### src/core/opdec_map.svh
// Purpose: opcode field positions and cycle counts for the opcode decoder
// Assumes: 16-bit opcode words, bit 15 is the top bit
// Notes: counts are machine states, first value fast/aligned/taken
// Overview of operation
// RQ1 - point-window compare: 1110 011S, one or four states
// RQ2 - xy-to-linear convert: 1110 100S, three or six states
// RQ3 - draw-and-step: 1111 011S with source and destination fields
// RQ4 - fills: 0000 1111 1100/1110 0000, linear or xy
// RQ5 - line draw: 1101 1111 Z001 1010, Z picks variant
// RQ6 - six pixel block copies: 0000 1111 nnn0 0000
// RQ7 - single pixel transfers: 1111 then three-bit operand form
// RQ8 - stack ops take short count if stack aligned, long otherwise; code also takes the long count when taken is low
// RQ9 - subroutine return 0000 1001 011N NNNN, seven or ten states
// RQ10 - trap 0000 1001 000N NNNN, sixteen or nineteen aligned; code gives these only with taken high too
// RQ11 - revision query 0000 0000 001R DDDD, one or four states
// RQ12 - field parameter load 0000 01F1 01FS ssss
// RQ13 - jumps: first count taken, second count not taken
// RQ14 - conditional jumps 1100 cc: absolute, relative, short forms
// RQ15 - short decrement-skip jump 0011 1 D offset register
// RQ16 - constant shifts: rotate 0011 00, others 0010 xx
// RQ17 - register shifts 0110 0xx / 100; arith left 3,6
// RQ18 - register jump 0000 0001 011R DDDD, two or five states
// RQ19 - immediate short form two words, long form three words
// RQ20 - single-version immediates always use long 32-bit operand
// RQ21 - programs keep both register operands in one file
// RQ22 - R bit is shared file select; S and D are indices
// RQ23 - unmatched words raise an illegal-opcode indication
`ifndef OPDEC_MAP_SVH
`define OPDEC_MAP_SVH
`define OPDEC_R_BIT 4
`define OPDEC_N_LSB 0
`define OPDEC_S_LSB 5
`define OPDEC_D_LSB 0
`define OPDEC_CC_LSB 8
`define OPDEC_REV_LEVEL 32'h0000_0001
`endif

### src/core/opdec_pkg.sv
// Purpose: types for the opcode decoder
// Assumes: none
// Notes: op classes are coarse groups for the datapath
package opdec_pkg;
    typedef enum logic [5:0] {
        op_none, op_pw_compare, op_xy_convert, op_draw_step, op_fill_lin,
        op_fill_xy, op_line, op_blk_copy, op_pix_xfer, op_call_reg,
        op_call_abs, op_call_rel, op_int_dis, op_int_en, op_dbg_entry,
        op_fs_swap, op_pc_swap, op_pc_read, op_st_read, op_nop,
        op_st_pop, op_st_push, op_st_write, op_int_ret, op_sub_ret,
        op_rev_query, op_field_load, op_trap, op_dsj, op_dsj_eq,
        op_dsj_ne, op_dsj_short, op_jump_abs, op_jump_rel, op_jump_short,
        op_jump_reg, op_shift_k, op_shift_r, op_imm
    } op_class_e;
    typedef enum logic [2:0] {
        sh_rotl, sh_asl, sh_lsl, sh_asr, sh_lsr
    } shift_kind_e;
    typedef struct packed {
        logic valid;
        logic illegal;
        op_class_e op;
        logic [2:0] variant;
        logic rfile;
        logic [3:0] src;
        logic [3:0] dst;
        logic [4:0] konst;
        logic [3:0] cond;
        logic [7:0] disp;
        logic [1:0] ext_words;
        logic imm_long;
        logic [5:0] states;
    } dec_out_s;
    typedef struct packed {
        logic valid;
        logic [15:0] word;
        logic sp_aligned;
        logic taken;
        logic fast;
    } dec_in_s;
endpackage : opdec_pkg

### src/core/opdec_cycle_rom.sv
// Purpose: machine-state count table, registered read
// Assumes: index is op class and condition select
// Notes: count of 0 means timing is computed elsewhere
`timescale 1ns/1ns
module opdec_cycle_rom (
    // clock and reset
    input wire logic clk_sys,
    input wire logic rst_n,
    // lookup
    input wire logic [5:0] op_idx,
    input wire logic [1:0] sel,
    output logic [5:0] states_r
);
    import opdec_pkg::*;
    logic [5:0] states_nxt;
    // sel[1]: aligned fail / no jump, sel[0]: three-state penalty (six for op_dsj, op_dsj_eq, op_dsj_ne; none for calls and op_st_push)
    function automatic logic [5:0] pick(input logic [5:0] a,
            input logic [5:0] b, input logic s);
        return s ? b : a;
    endfunction : pick
    always_comb begin
        states_nxt = 6'h00;
        unique case (op_class_e'(op_idx))
            op_pw_compare, op_rev_query, op_pc_read, op_st_read, op_nop,
            op_fs_swap, op_field_load: states_nxt = pick(6'h01, 6'h04, sel[0]);
            op_xy_convert, op_int_dis, op_int_en, op_st_write:
                states_nxt = pick(6'h03, 6'h06, sel[0]); // RQ2
            op_pc_swap, op_jump_reg: states_nxt = pick(6'h02, 6'h05, sel[0]);
            op_dbg_entry: states_nxt = pick(6'h06, 6'h09, sel[0]);
            op_call_reg: states_nxt = sel[1] ? 6'h0f : 6'h09; // RQ8
            op_call_abs: states_nxt = sel[1] ? 6'h15 : 6'h0f; // RQ8
            op_call_rel: states_nxt = sel[1] ? 6'h11 : 6'h0b; // RQ8
            op_st_pop: states_nxt = sel[1] ? pick(6'h0a, 6'h0d, sel[0])
                : pick(6'h08, 6'h0b, sel[0]); // RQ8
            op_st_push: states_nxt = sel[1] ? 6'h0d : 6'h08; // RQ8
            op_int_ret: states_nxt = sel[1] ? pick(6'h0f, 6'h12, sel[0])
                : pick(6'h0b, 6'h0e, sel[0]); // RQ8
            op_sub_ret: states_nxt = pick(6'h07, 6'h0a, sel[0]); // RQ9
            op_trap: states_nxt = sel[1] ? pick(6'h1e, 6'h21, sel[0])
                : pick(6'h10, 6'h13, sel[0]); // RQ10
            op_dsj, op_dsj_eq, op_dsj_ne:
                states_nxt = sel[1] ? pick(6'h02, 6'h08, sel[0])
                    : pick(6'h03, 6'h09, sel[0]); // RQ13
            op_dsj_short: states_nxt = sel[1] ? pick(6'h03, 6'h06, sel[0])
                : pick(6'h02, 6'h05, sel[0]); // RQ13
            op_jump_abs: states_nxt = sel[1] ? pick(6'h04, 6'h07, sel[0])
                : pick(6'h03, 6'h06, sel[0]); // RQ13
            op_jump_rel: states_nxt = sel[1] ? pick(6'h01, 6'h04, sel[0])
                : pick(6'h03, 6'h06, sel[0]); // RQ13
            op_jump_short: states_nxt = pick(6'h02, 6'h05, sel[0]); // RQ13
            op_shift_k, op_shift_r: states_nxt = pick(6'h01, 6'h04, sel[0]);
            default: states_nxt = 6'h00;
        endcase
    end
    always_ff @(posedge clk_sys or negedge rst_n) begin
        if (!rst_n) begin
            states_r <= 6'h00;
        end else begin
            states_r <= states_nxt;
        end
    end
endmodule : opdec_cycle_rom

### src/core/opdec_top.sv
// Purpose: decode 16-bit opcodes of graphics, control, jump and shift groups
// Assumes: one clock; fetch path presents one word with a valid strobe
// Notes: one cycle latency; counts picked by fast, aligned and taken inputs
`timescale 1ns/1ns
`include "opdec_map.svh"
module opdec_top (
    // clock and reset
    input wire logic clk_sys,
    input wire logic rst_n,
    // fetch side
    input wire opdec_pkg::dec_in_s fetch_in,
    // datapath side
    output opdec_pkg::dec_out_s dec_out_r
);
    import opdec_pkg::*;
    dec_out_s dec_nxt;
    dec_out_s dec_r;
    logic [5:0] states_r;
    logic [1:0] rom_sel;
    logic [5:0] rom_idx;
    logic [15:0] w;

    function automatic logic [3:0] nib(input logic [15:0] x,
            input int unsigned n);
        return x[n*4 +: 4];
    endfunction : nib

    assign w = fetch_in.word;
    assign rom_sel = {~fetch_in.sp_aligned | ~fetch_in.taken, ~fetch_in.fast};
    // arith left shifts share the three/six count of the convert op
    assign rom_idx = (dec_nxt.op inside {op_shift_k, op_shift_r}
        && dec_nxt.variant == 3'(sh_asl)) ? 6'(op_xy_convert)
        : 6'(dec_nxt.op); // RQ17

    always_comb begin
        dec_nxt = '0;
        dec_nxt.valid = fetch_in.valid;
        dec_nxt.op = op_none;
        dec_nxt.rfile = w[`OPDEC_R_BIT]; // RQ22
        dec_nxt.src = w[`OPDEC_S_LSB +: 4]; // RQ22
        dec_nxt.dst = w[`OPDEC_D_LSB +: 4]; // RQ22
        dec_nxt.konst = w[9:5];
        dec_nxt.cond = w[`OPDEC_CC_LSB +: 4];
        dec_nxt.disp = w[7:0];
        unique case (nib(w, 3))
            4'he: begin
                if (w[11:9] == 3'h3) dec_nxt.op = op_pw_compare; // RQ1
                else if (w[11:9] == 3'h4) dec_nxt.op = op_xy_convert; // RQ2
            end
            4'hf: begin
                if (w[11:9] == 3'h3) begin
                    dec_nxt.op = op_draw_step; // RQ3
                end else if (w[11:9] != 3'h7) begin
                    dec_nxt.op = op_pix_xfer; // RQ7
                    dec_nxt.variant = w[11:9]; // RQ7
                end
            end
            4'hd: begin
                if (w[11:8] == 4'hf && w[6:0] == 7'h1a) begin
                    dec_nxt.op = op_line; // RQ5
                    dec_nxt.variant = {2'h0, w[7]}; // RQ5
                end else if (w[11:10] == 2'h1 && w[8] && w[7:5] == 3'h0)
                    dec_nxt.op = op_fs_swap;
            end
            4'hc: begin
                dec_nxt.cond = w[11:8]; // RQ14
                if (w[7:0] == 8'h80) begin
                    dec_nxt.op = op_jump_abs; // RQ14
                    dec_nxt.ext_words = 2'h2;
                end else if (w[7:0] == 8'h00) begin
                    dec_nxt.op = op_jump_rel; // RQ14
                    dec_nxt.ext_words = 2'h1;
                end else begin
                    dec_nxt.op = op_jump_short; // RQ14
                end
            end
            4'h3: begin
                if (w[11]) begin
                    dec_nxt.op = op_dsj_short; // RQ15
                    dec_nxt.variant = {2'h0, w[10]}; // RQ15
                    dec_nxt.konst = w[9:5]; // RQ15
                end else if (w[11:10] == 2'h0) begin
                    dec_nxt.op = op_shift_k; // RQ16
                    dec_nxt.variant = 3'(sh_rotl); // RQ16
                end
            end
            4'h2: begin
                dec_nxt.op = op_shift_k; // RQ16
                unique case (w[11:10])
                    2'h0: dec_nxt.variant = 3'(sh_asl); // RQ16
                    2'h1: dec_nxt.variant = 3'(sh_lsl); // RQ16
                    2'h2: dec_nxt.variant = 3'(sh_asr); // RQ16
                    2'h3: dec_nxt.variant = 3'(sh_lsr); // RQ16
                endcase
            end
            4'h6: begin
                if (w[11:9] <= 3'h4) begin
                    dec_nxt.op = op_shift_r; // RQ17
                    unique case (w[11:9])
                        3'h0: dec_nxt.variant = 3'(sh_asl); // RQ17
                        3'h1: dec_nxt.variant = 3'(sh_lsl); // RQ17
                        3'h2: dec_nxt.variant = 3'(sh_asr); // RQ17
                        3'h3: dec_nxt.variant = 3'(sh_lsr); // RQ17
                        default: dec_nxt.variant = 3'(sh_rotl); // RQ17
                    endcase
                end
            end
            4'h0: begin
                unique case (nib(w, 2))
                    4'hf: begin
                        if (w[4:0] == 5'h00 && w[7:5] != 3'h7) begin
                            if (w[7:5] == 3'h6) dec_nxt.op = op_fill_lin; // RQ4
                            else if (w[7:5] == 3'h7) dec_nxt.op = op_fill_xy;
                            else dec_nxt.op = op_blk_copy; // RQ6
                            dec_nxt.variant = w[7:5]; // RQ6
                        end else if (w[7:0] == 8'he0) begin
                            dec_nxt.op = op_fill_xy; // RQ4
                        end
                    end
                    4'h9: begin
                        unique case (w[7:5])
                            3'h0: dec_nxt.op = op_trap; // RQ10
                            3'h1: dec_nxt.op = op_call_reg; // RQ8
                            3'h2: if (w[4:0] == 5'h00) dec_nxt.op = op_int_ret;
                            3'h3: dec_nxt.op = op_sub_ret; // RQ9
                            3'h6: begin
                                dec_nxt.op = op_imm; // RQ19
                                dec_nxt.ext_words = 2'h1; // RQ19
                            end
                            3'h7: begin
                                dec_nxt.op = op_imm; // RQ19
                                dec_nxt.ext_words = 2'h2; // RQ19
                                dec_nxt.imm_long = 1'b1; // RQ19
                            end
                            default: dec_nxt.op = op_none;
                        endcase
                        dec_nxt.konst = w[4:0]; // RQ9
                    end
                    4'hb: begin
                        dec_nxt.op = op_imm;
                        // short form for add, cmp, sub; others long only
                        if (w[7:5] == 3'h0 || w[7:5] == 3'h2 || w[7:5] == 3'h7)
                            dec_nxt.ext_words = 2'h1; // RQ19
                        else begin
                            dec_nxt.ext_words = 2'h2; // RQ20
                            dec_nxt.imm_long = 1'b1; // RQ20
                        end
                    end
                    4'hd: begin
                        if (w[7:0] == 8'h5f) begin
                            dec_nxt.op = op_call_abs;
                            dec_nxt.ext_words = 2'h2;
                        end else if (w[7:0] == 8'h3f) begin
                            dec_nxt.op = op_call_rel;
                            dec_nxt.ext_words = 2'h1;
                        end else if (w[7:0] == 8'h60) dec_nxt.op = op_int_en;
                        else if (w[7:5] == 3'h4) dec_nxt.op = op_dsj; // RQ13
                        else if (w[7:5] == 3'h5) dec_nxt.op = op_dsj_eq;
                        else if (w[7:5] == 3'h6) dec_nxt.op = op_dsj_ne;
                        else if (w[7:5] == 3'h0) begin
                            dec_nxt.op = op_imm; // RQ20
                            dec_nxt.ext_words = 2'h2; // RQ20
                            dec_nxt.imm_long = 1'b1; // RQ20
                        end
                        if (w[7:5] inside {3'h4, 3'h5, 3'h6})
                            dec_nxt.ext_words = 2'h1; // RQ13
                    end
                    4'h3: begin
                        if (w[7:0] == 8'h60) dec_nxt.op = op_int_dis;
                        else if (w[7:0] == 8'h00) dec_nxt.op = op_nop;
                    end
                    4'h1: begin
                        unique case (w[7:5])
                            3'h0: if (w[4:0] == 5'h00) dec_nxt.op = op_dbg_entry;
                            3'h1: dec_nxt.op = op_pc_swap;
                            3'h2: dec_nxt.op = op_pc_read;
                            3'h3: dec_nxt.op = op_jump_reg; // RQ18
                            3'h4: dec_nxt.op = op_st_read;
                            3'h5: dec_nxt.op = op_st_write;
                            3'h6: if (w[4:0] == 5'h00) dec_nxt.op = op_st_pop;
                            3'h7: if (w[4:0] == 5'h00) dec_nxt.op = op_st_push;
                        endcase
                    end
                    4'h0: begin
                        if (w[7:5] == 3'h1) dec_nxt.op = op_rev_query; // RQ11
                    end
                    4'h5, 4'h7: begin
                        if (w[7:6] == 2'h1) begin
                            dec_nxt.op = op_field_load; // RQ12
                            dec_nxt.variant = {1'b0, w[9], w[5]}; // RQ12
                            dec_nxt.konst = w[4:0]; // RQ12
                        end
                    end
                    default: dec_nxt.op = op_none;
                endcase
            end
            default: dec_nxt.op = op_none;
        endcase
        dec_nxt.illegal = fetch_in.valid && dec_nxt.op == op_none; // RQ23
    end

    always_ff @(posedge clk_sys or negedge rst_n) begin
        if (!rst_n) begin
            dec_r <= '0;
        end else begin
            dec_r <= dec_nxt;
        end
    end

    opdec_cycle_rom u_rom (
        .clk_sys(clk_sys),
        .rst_n(rst_n),
        .op_idx(rom_idx),
        .sel(rom_sel),
        .states_r(states_r)
    );

    always_comb begin
        dec_out_r = dec_r;
        dec_out_r.states = states_r;
    end

    // checks
    illegal_flag_a: assert property (@(posedge clk_sys) disable iff (!rst_n)
        dec_r.illegal |-> dec_r.valid && dec_r.op == op_none) // RQ23
        else $error("illegal flag without unmatched op");
    pw_dec_a: assert property (@(posedge clk_sys) disable iff (!rst_n)
        fetch_in.word[15:9] == 7'h73 |=> dec_r.op == op_pw_compare) // RQ1
        else $error("point compare not decoded");
    draw_dec_a: assert property (@(posedge clk_sys) disable iff (!rst_n)
        fetch_in.word[15:9] == 7'h7b |=> dec_r.op == op_draw_step) // RQ3
        else $error("draw step not decoded");
    ret_dec_a: assert property (@(posedge clk_sys) disable iff (!rst_n)
        fetch_in.word[15:5] == 11'h04b |=> dec_r.op == op_sub_ret
        && dec_r.konst == $past(fetch_in.word[4:0])) // RQ9
        else $error("return count lost");
    jump_abs_a: assert property (@(posedge clk_sys) disable iff (!rst_n)
        fetch_in.word[15:12] == 4'hc && fetch_in.word[7:0] == 8'h80
        |=> dec_r.op == op_jump_abs && dec_r.ext_words == 2'h2) // RQ14
        else $error("absolute jump form wrong");
    rev_dec_a: assert property (@(posedge clk_sys) disable iff (!rst_n)
        fetch_in.word[15:5] == 11'h001 |=> dec_r.op == op_rev_query) // RQ11
        else $error("revision query not decoded");
    rfile_a: assert property (@(posedge clk_sys) disable iff (!rst_n)
        dec_r.rfile == $past(fetch_in.word[4])) // RQ22
        else $error("file select not from bit 4");
    long_imm_a: assert property (@(posedge clk_sys) disable iff (!rst_n)
        dec_r.imm_long |-> dec_r.ext_words == 2'h2) // RQ20
        else $error("long immediate not three words");
    trap_cnt_a: assert property (@(posedge clk_sys) disable iff (!rst_n)
        fetch_in.word[15:5] == 11'h048 && fetch_in.sp_aligned
        && fetch_in.taken && fetch_in.fast ##1 1'b1
        |-> states_r == 6'h10) // RQ10
        else $error("trap count wrong");
    illegal_c: cover property (@(posedge clk_sys) dec_r.illegal);
    short_jump_c: cover property (@(posedge clk_sys)
        dec_r.op == op_jump_short);
    blk_copy_c: cover property (@(posedge clk_sys) dec_r.op == op_blk_copy);
endmodule : opdec_top

### config.mk
export PLATFORM = sky130hd
export DESIGN_NAME = opdec_top
export DESIGN_NICKNAME = d
export VERILOG_FILES = /design/src/core/opdec_pkg.sv /design/src/core/opdec_cycle_rom.sv /design/src/core/opdec_top.sv
export VERILOG_INCLUDE_DIRS = /design/src /design/src/core
export SDC_FILE = /design/constraint.sdc
export NUM_CORES = 1
export LEC_CHECK = 0
export BUFFER_PORTS_ARGS = -buffer_cell sky130_fd_sc_hd__buf_2
export CAP_MARGIN = 0
export CORE_ASPECT_RATIO = 0.7
export CORE_MARGIN = 2
export CORE_UTILIZATION = 60
export DETAILED_ROUTE_END_ITERATION = 16
export PLACE_DENSITY = 0.87
export SLEW_MARGIN = 20
export SYNTH_ARGS = -nofsm -noshare
export SYNTH_HDL_FRONTEND = slang
export SYNTH_SLANG_ARGS = --single-unit
export TNS_END_PERCENT = 20
### constraint.sdc
create_clock -name clk_sys -period 0.8 [get_ports clk_sys]
set_input_delay 0.08 -clock clk_sys [delete_from_list [all_inputs] [get_ports clk_sys]]
set_output_delay 0.08 -clock clk_sys [all_outputs]
set_load 0.03 [all_outputs]
==> results.md, run 1 <==
- Clock sink count: 37
- Setup WS pre-CTS: -2.27 ns
- Gp weighted congestion: 1.13
- Synth top area cells: dfrtp_1 29%, ha_1 5.1%, o21ai_0 4.1%, nand3_1 3.7%, nand2_1 3.5%
- Row cnt: 22
- H-tree levels: 2
- CTS root buf: clkbuf_8
- Post-synth top area share: 28.9%
- Post-synthesis register bit count: 37
- Setup bufs post-CTS: 12
- Die W: 91.4 um
- Area leader, netlist: dfrtp_1
- Number of synthesized flops with an enable pin: 0
- Syn nets: 433
- Stop err: [ERROR DPL-0038] Utilization greater than 100%, impossible to legalize
- Die H: 65.2 um
- Run status: aborted with a tool error
- Dpl hpwl: 10.9 mm
- Post-synth top flop: dfrtp_1
- Clock Path Buffers: 2
- Port buffer count: 67
- Post-synthesis cell count: 398
- Asr flop ratio synth: 100%
- CTS hold repair buffers: 6
- Failed at: clock tree synthesis (4_1_cts)
- # IOs: 68
- Most common cell in the netlist: dfrtp_1
- Syn avg cell area: 8.06 um2
- Synth unique cells: 81
- Starting Density: 61.7%
- Mapped cell area: 3210 um2
- Post-CTS Resized: 197
- Synth top cells by count: 37 x dfrtp_1, 30 x nand2_1, 26 x o21ai_0
- Warnings from Yosys: 0
- CTS Buf Count: 5
- Seq/Total Area, Yosys: 28.9%
[kinds of logic after synthesis]
logic type / synth area share (%)
compound gates: 30.2
buf+inv: 8.50
fa+ha+maj: 5.07
flops: 28.9
simple gates: 26.7
mux: 0.663
[per-stage QoR]
step / instances / instance area, um2 / TNS [ns]
after floorplan: 398 / 3230 / -25.36
after global placement: 643 / 4560 / -31.28
after detailed placement: 643 / 4560 / -34.25
==> run 2: changes to the inputs <==
--- a/config.mk
+++ b/config.mk
@@ -8,11 +8,10 @@
 export LEC_CHECK = 0
 export BUFFER_PORTS_ARGS = -buffer_cell sky130_fd_sc_hd__buf_2
 export CAP_MARGIN = 0
-export CORE_ASPECT_RATIO = 0.7
 export CORE_MARGIN = 2
-export CORE_UTILIZATION = 60
+export CORE_UTILIZATION = 40
 export DETAILED_ROUTE_END_ITERATION = 16
-export PLACE_DENSITY = 0.87
+export PLACE_DENSITY_LB_ADDON = 0.15
 export SLEW_MARGIN = 20
 export SYNTH_ARGS = -nofsm -noshare
 export SYNTH_HDL_FRONTEND = slang
==> run 2 against run 1 <==
Net effect:
- the flow now finishes, with violations (negative setup slack)
- synthesized area unchanged
- synthesized cell count unchanged
==> results.md, run 2 <==
- Run status: finished, violations left (was aborted with a tool error)
- Failing checks: negative setup slack
- Top layer reached by signal wires: met4
- Post-synth top flop: dfrtp_1 (unchanged)
- Setup WS pre-CTS: -2.09 ns (was -2.27 ns)
- Dpl hpwl: 9.82 mm (was 10.9 mm)
- Data required, critical path: 1.03 ns
- RSZ-0062 raised after global routing: yes
- Fin area: 5920 um2
- Initial antenna violation count: 0
- Largest net degree at the start of global routing: 29
- Hold Path Origin: fetch_in[3]
- Met3 wire len: 1.20 mm
- Ratio of cells with drive above 1 in the final layout: 53.8%
- Syn avg cell area: 8.06 um2 (unchanged)
- Row cnt: 32 (was 22)
- Max capacitance violation total: 0
- Synth top area cells: dfrtp_1 29%, ha_1 5.1%, o21ai_0 4.1%, nand3_1 3.7%, nand2_1 3.5% (unchanged)
- Syn nets: 433 (unchanged)
- Setup slack after layout: -1.76 ns
- Diodes inserted: 0
- Routed length per placed instance: 19.5 um
- Slowest stage delay, CP: 0.60 ns
- Final core utilization: 76.3%
- Final WL: 14.0 mm
- CP top delay family: compound AO/OA/AOI/OAI gates
- CP Launch Type: input pin
- Met1 Routed Length: 5.94 mm
- CP cell instances: buf_6 -> or4_4 -> buf_6 -> or2_4 -> a311o_1 -> o211a_4 -> a211oi_4 -> buf_4 -> nand4_1 -> o31ai_1 -> a22oi_1 -> nand4_1
- Clock-pin slew on the worst setup and hold paths: 0.09 ns
- Max Freq: 391 MHz
- Gp weighted congestion: 0.945 (was 1.13)
- WS Path Type: in -> reg
- Final period utilization: 319%
- Number of synthesized flops with an enable pin: 0 (unchanged)
- CTS tree: yes
- First-pass detailed-route iteration total: 7
- Layout Nets: 651
- Leak: 2.66 nW
- Asr flop ratio synth: 100% (unchanged)
- Critical path arrival: 2.79 ns
- CTS Buf Count: 5 (unchanged)
- Beginning of the critical path: fetch_in[6]
- Fin crit period: 2.56 ns
- Min-delay worst type: in -> reg
- Mapped cell area: 3210 um2 (unchanged)
- Fin Hold WS: 0.0151 ns
- Synth unique cells: 81 (unchanged)
- Final hold viol count: 0
- Global-route wire length before repair: 20.8 mm
- Critical path fanouts, max: 6
- Layout area overhead: 84.6%
- VDD IR-drop max: 651 uV
- Warnings from Yosys: 0 (unchanged)
- H-tree levels: 2 (unchanged)
- Gr usage total: 30.4%
- # IOs: 68 (unchanged)
- Area leader, netlist: dfrtp_1 (unchanged)
- Starting Density: 41.3% (was 61.7%)
- Die H: 93.6 um (was 65.2 um)
- Post-synth top area share: 28.9% (unchanged)
- CP bufs+invs: 3
- Setup-failing EPs final: 70
- Commonest non-fill, non-tap cell in the layout: buf_4
- Core footprint: 7770 um2
- Avg Vias per Cell: 6.02
- Met2 wire len: 6.48 mm
- Via count: 4326
- Final Instance Count excl. Fillers: 719
- ANT nets after route: 0
- Placed Area: 4660 um2 (was 4560 um2)
- Commonest cells after routing, fill and taps aside: 140 x buf_4, 76 x buf_6, 37 x dfrtp_1, 24 x nand2_1, 18 x nand3_1
- GR Overflow Total: 0
- Vias in the first global route: 3963
- DRC violation count after routing: 0
- Port buffer count: 67 (unchanged)
- Clock sink count: 37 (unchanged)
- Placed cell count: 679 (was 643)
- Seq/Total Area, Yosys: 28.9% (unchanged)
- Die area: 8750 um2
- Post-synthesis cell count: 398 (unchanged)
- Clock Path Buffers: 2 (unchanged)
- Slowest CP cell: or4_4
- Max reg flops: 31
- Most common cell in the netlist: dfrtp_1 (unchanged)
- Cell Pwr Density: 1040 nW/um2
- Synth top cells by count: 37 x dfrtp_1, 30 x nand2_1, 26 x o21ai_0 (unchanged)
- Slew headroom: 65.9%
- CTS root buf: clkbuf_8 (unchanged)
- Initial DRC count: 423
- Post-synthesis register bit count: 37 (unchanged)
- Worst-Margin Slew: 0.504 ns
- Die W: 93.6 um (was 91.4 um)
- Max-slew violations: 0
- Critical Path Sink Type: register
-- run 2: cell counts after synthesis --
No cell type changed its count.
-- run 2: final timing paths --
kind / endpoint / slack [ns] / cells after the start
max in group asynchronous: dec_out_r[44]$_DFF_PN0_ / 0.15 / 3
min in group asynchronous: dec_out_r[15]$_DFF_PN0_ / 0.20 / 2
hold / removal: dec_out_r[21]$_DFF_PN0_ / 0.02 / 2
setup / recovery: u_rom.states_r[2]$_DFF_PN0_ / -1.76 / 12
-- run 2: area by class of cell --
| cell class | instances | area (um2) |
|---|---|---|
| Clock inverter | 2 | 37.5 |
| Multi-Input combinational cell | 302 | 2410 |
| Fill cell | 569 | 1840 |
| Tap cell | 102 | 128 |
| Clock buffer | 6 | 82.6 |
| Timing Repair Buffer | 250 | 2240 |
| Sequential cell | 37 | 926 |
| Inverter | 20 | 101 |
-- run 2: logic make-up after synthesis --
group / count (synthesis) / synth area share [%]
multiplexers: 2 / 0.663
buffers and inverters: 59 / 8.50
AND/OR/NAND/NOR: 155 / 26.7
AO/OA/AOI/OAI: 132 / 30.2
adder cells (fa/ha/maj): 13 / 5.07
flip-flops: 37 / 28.9
-- run 2: repair_timing --
| item | in CTS | in global routing |
|---|---|---|
| gates resized for setup | 159 | 81 |
| pin swaps | 32 | 41 |
| setup buffers | 6 | 16 |
| hold buffers | 8 | 2 |
| hold endpoints to repair | 44 | 2 |
| gates cloned | 0 | 0 |
| endpoints found under the setup margin | 70 | 70 |
-- run 2: power breakdown --
| part | leakage (nW) | switching [mW] | total (mW) | internal (mW) |
|---|---|---|---|---|
| registers | 0.468 | 0.0622 | 2.02 | 1.96 |
| clock network | 0.0574 | 0.790 | 1.81 | 1.02 |
| logic | 2.13 | 1.23 | 2.31 | 1.08 |
-- run 2: stage by stage --
| stage | total power [mW] | TNS (ns) |
|---|---|---|
| 3_5_place_dp | 3.81 | -32.72 |
| 3_3_place_gp | 3.80 | -32.47 |
| 5_1_grt | 6.39 | -30.24 |
| 2_1_floorplan | 2.94 | -25.36 |
| 6_report | 6.14 | -28.14 |
| 4_1_cts | 5.90 | -27.02 |
-- run 2: layer usage --
metal | up-vias | track usage, %
met5 | - | 0
met4 | 0 | 8.94
met3 | 50 | 3.14
met2 | 292 | 48.6
met1 | 2033 | 43.5
li1 | 1951 | -
Power figures use the tool's default switching activity.
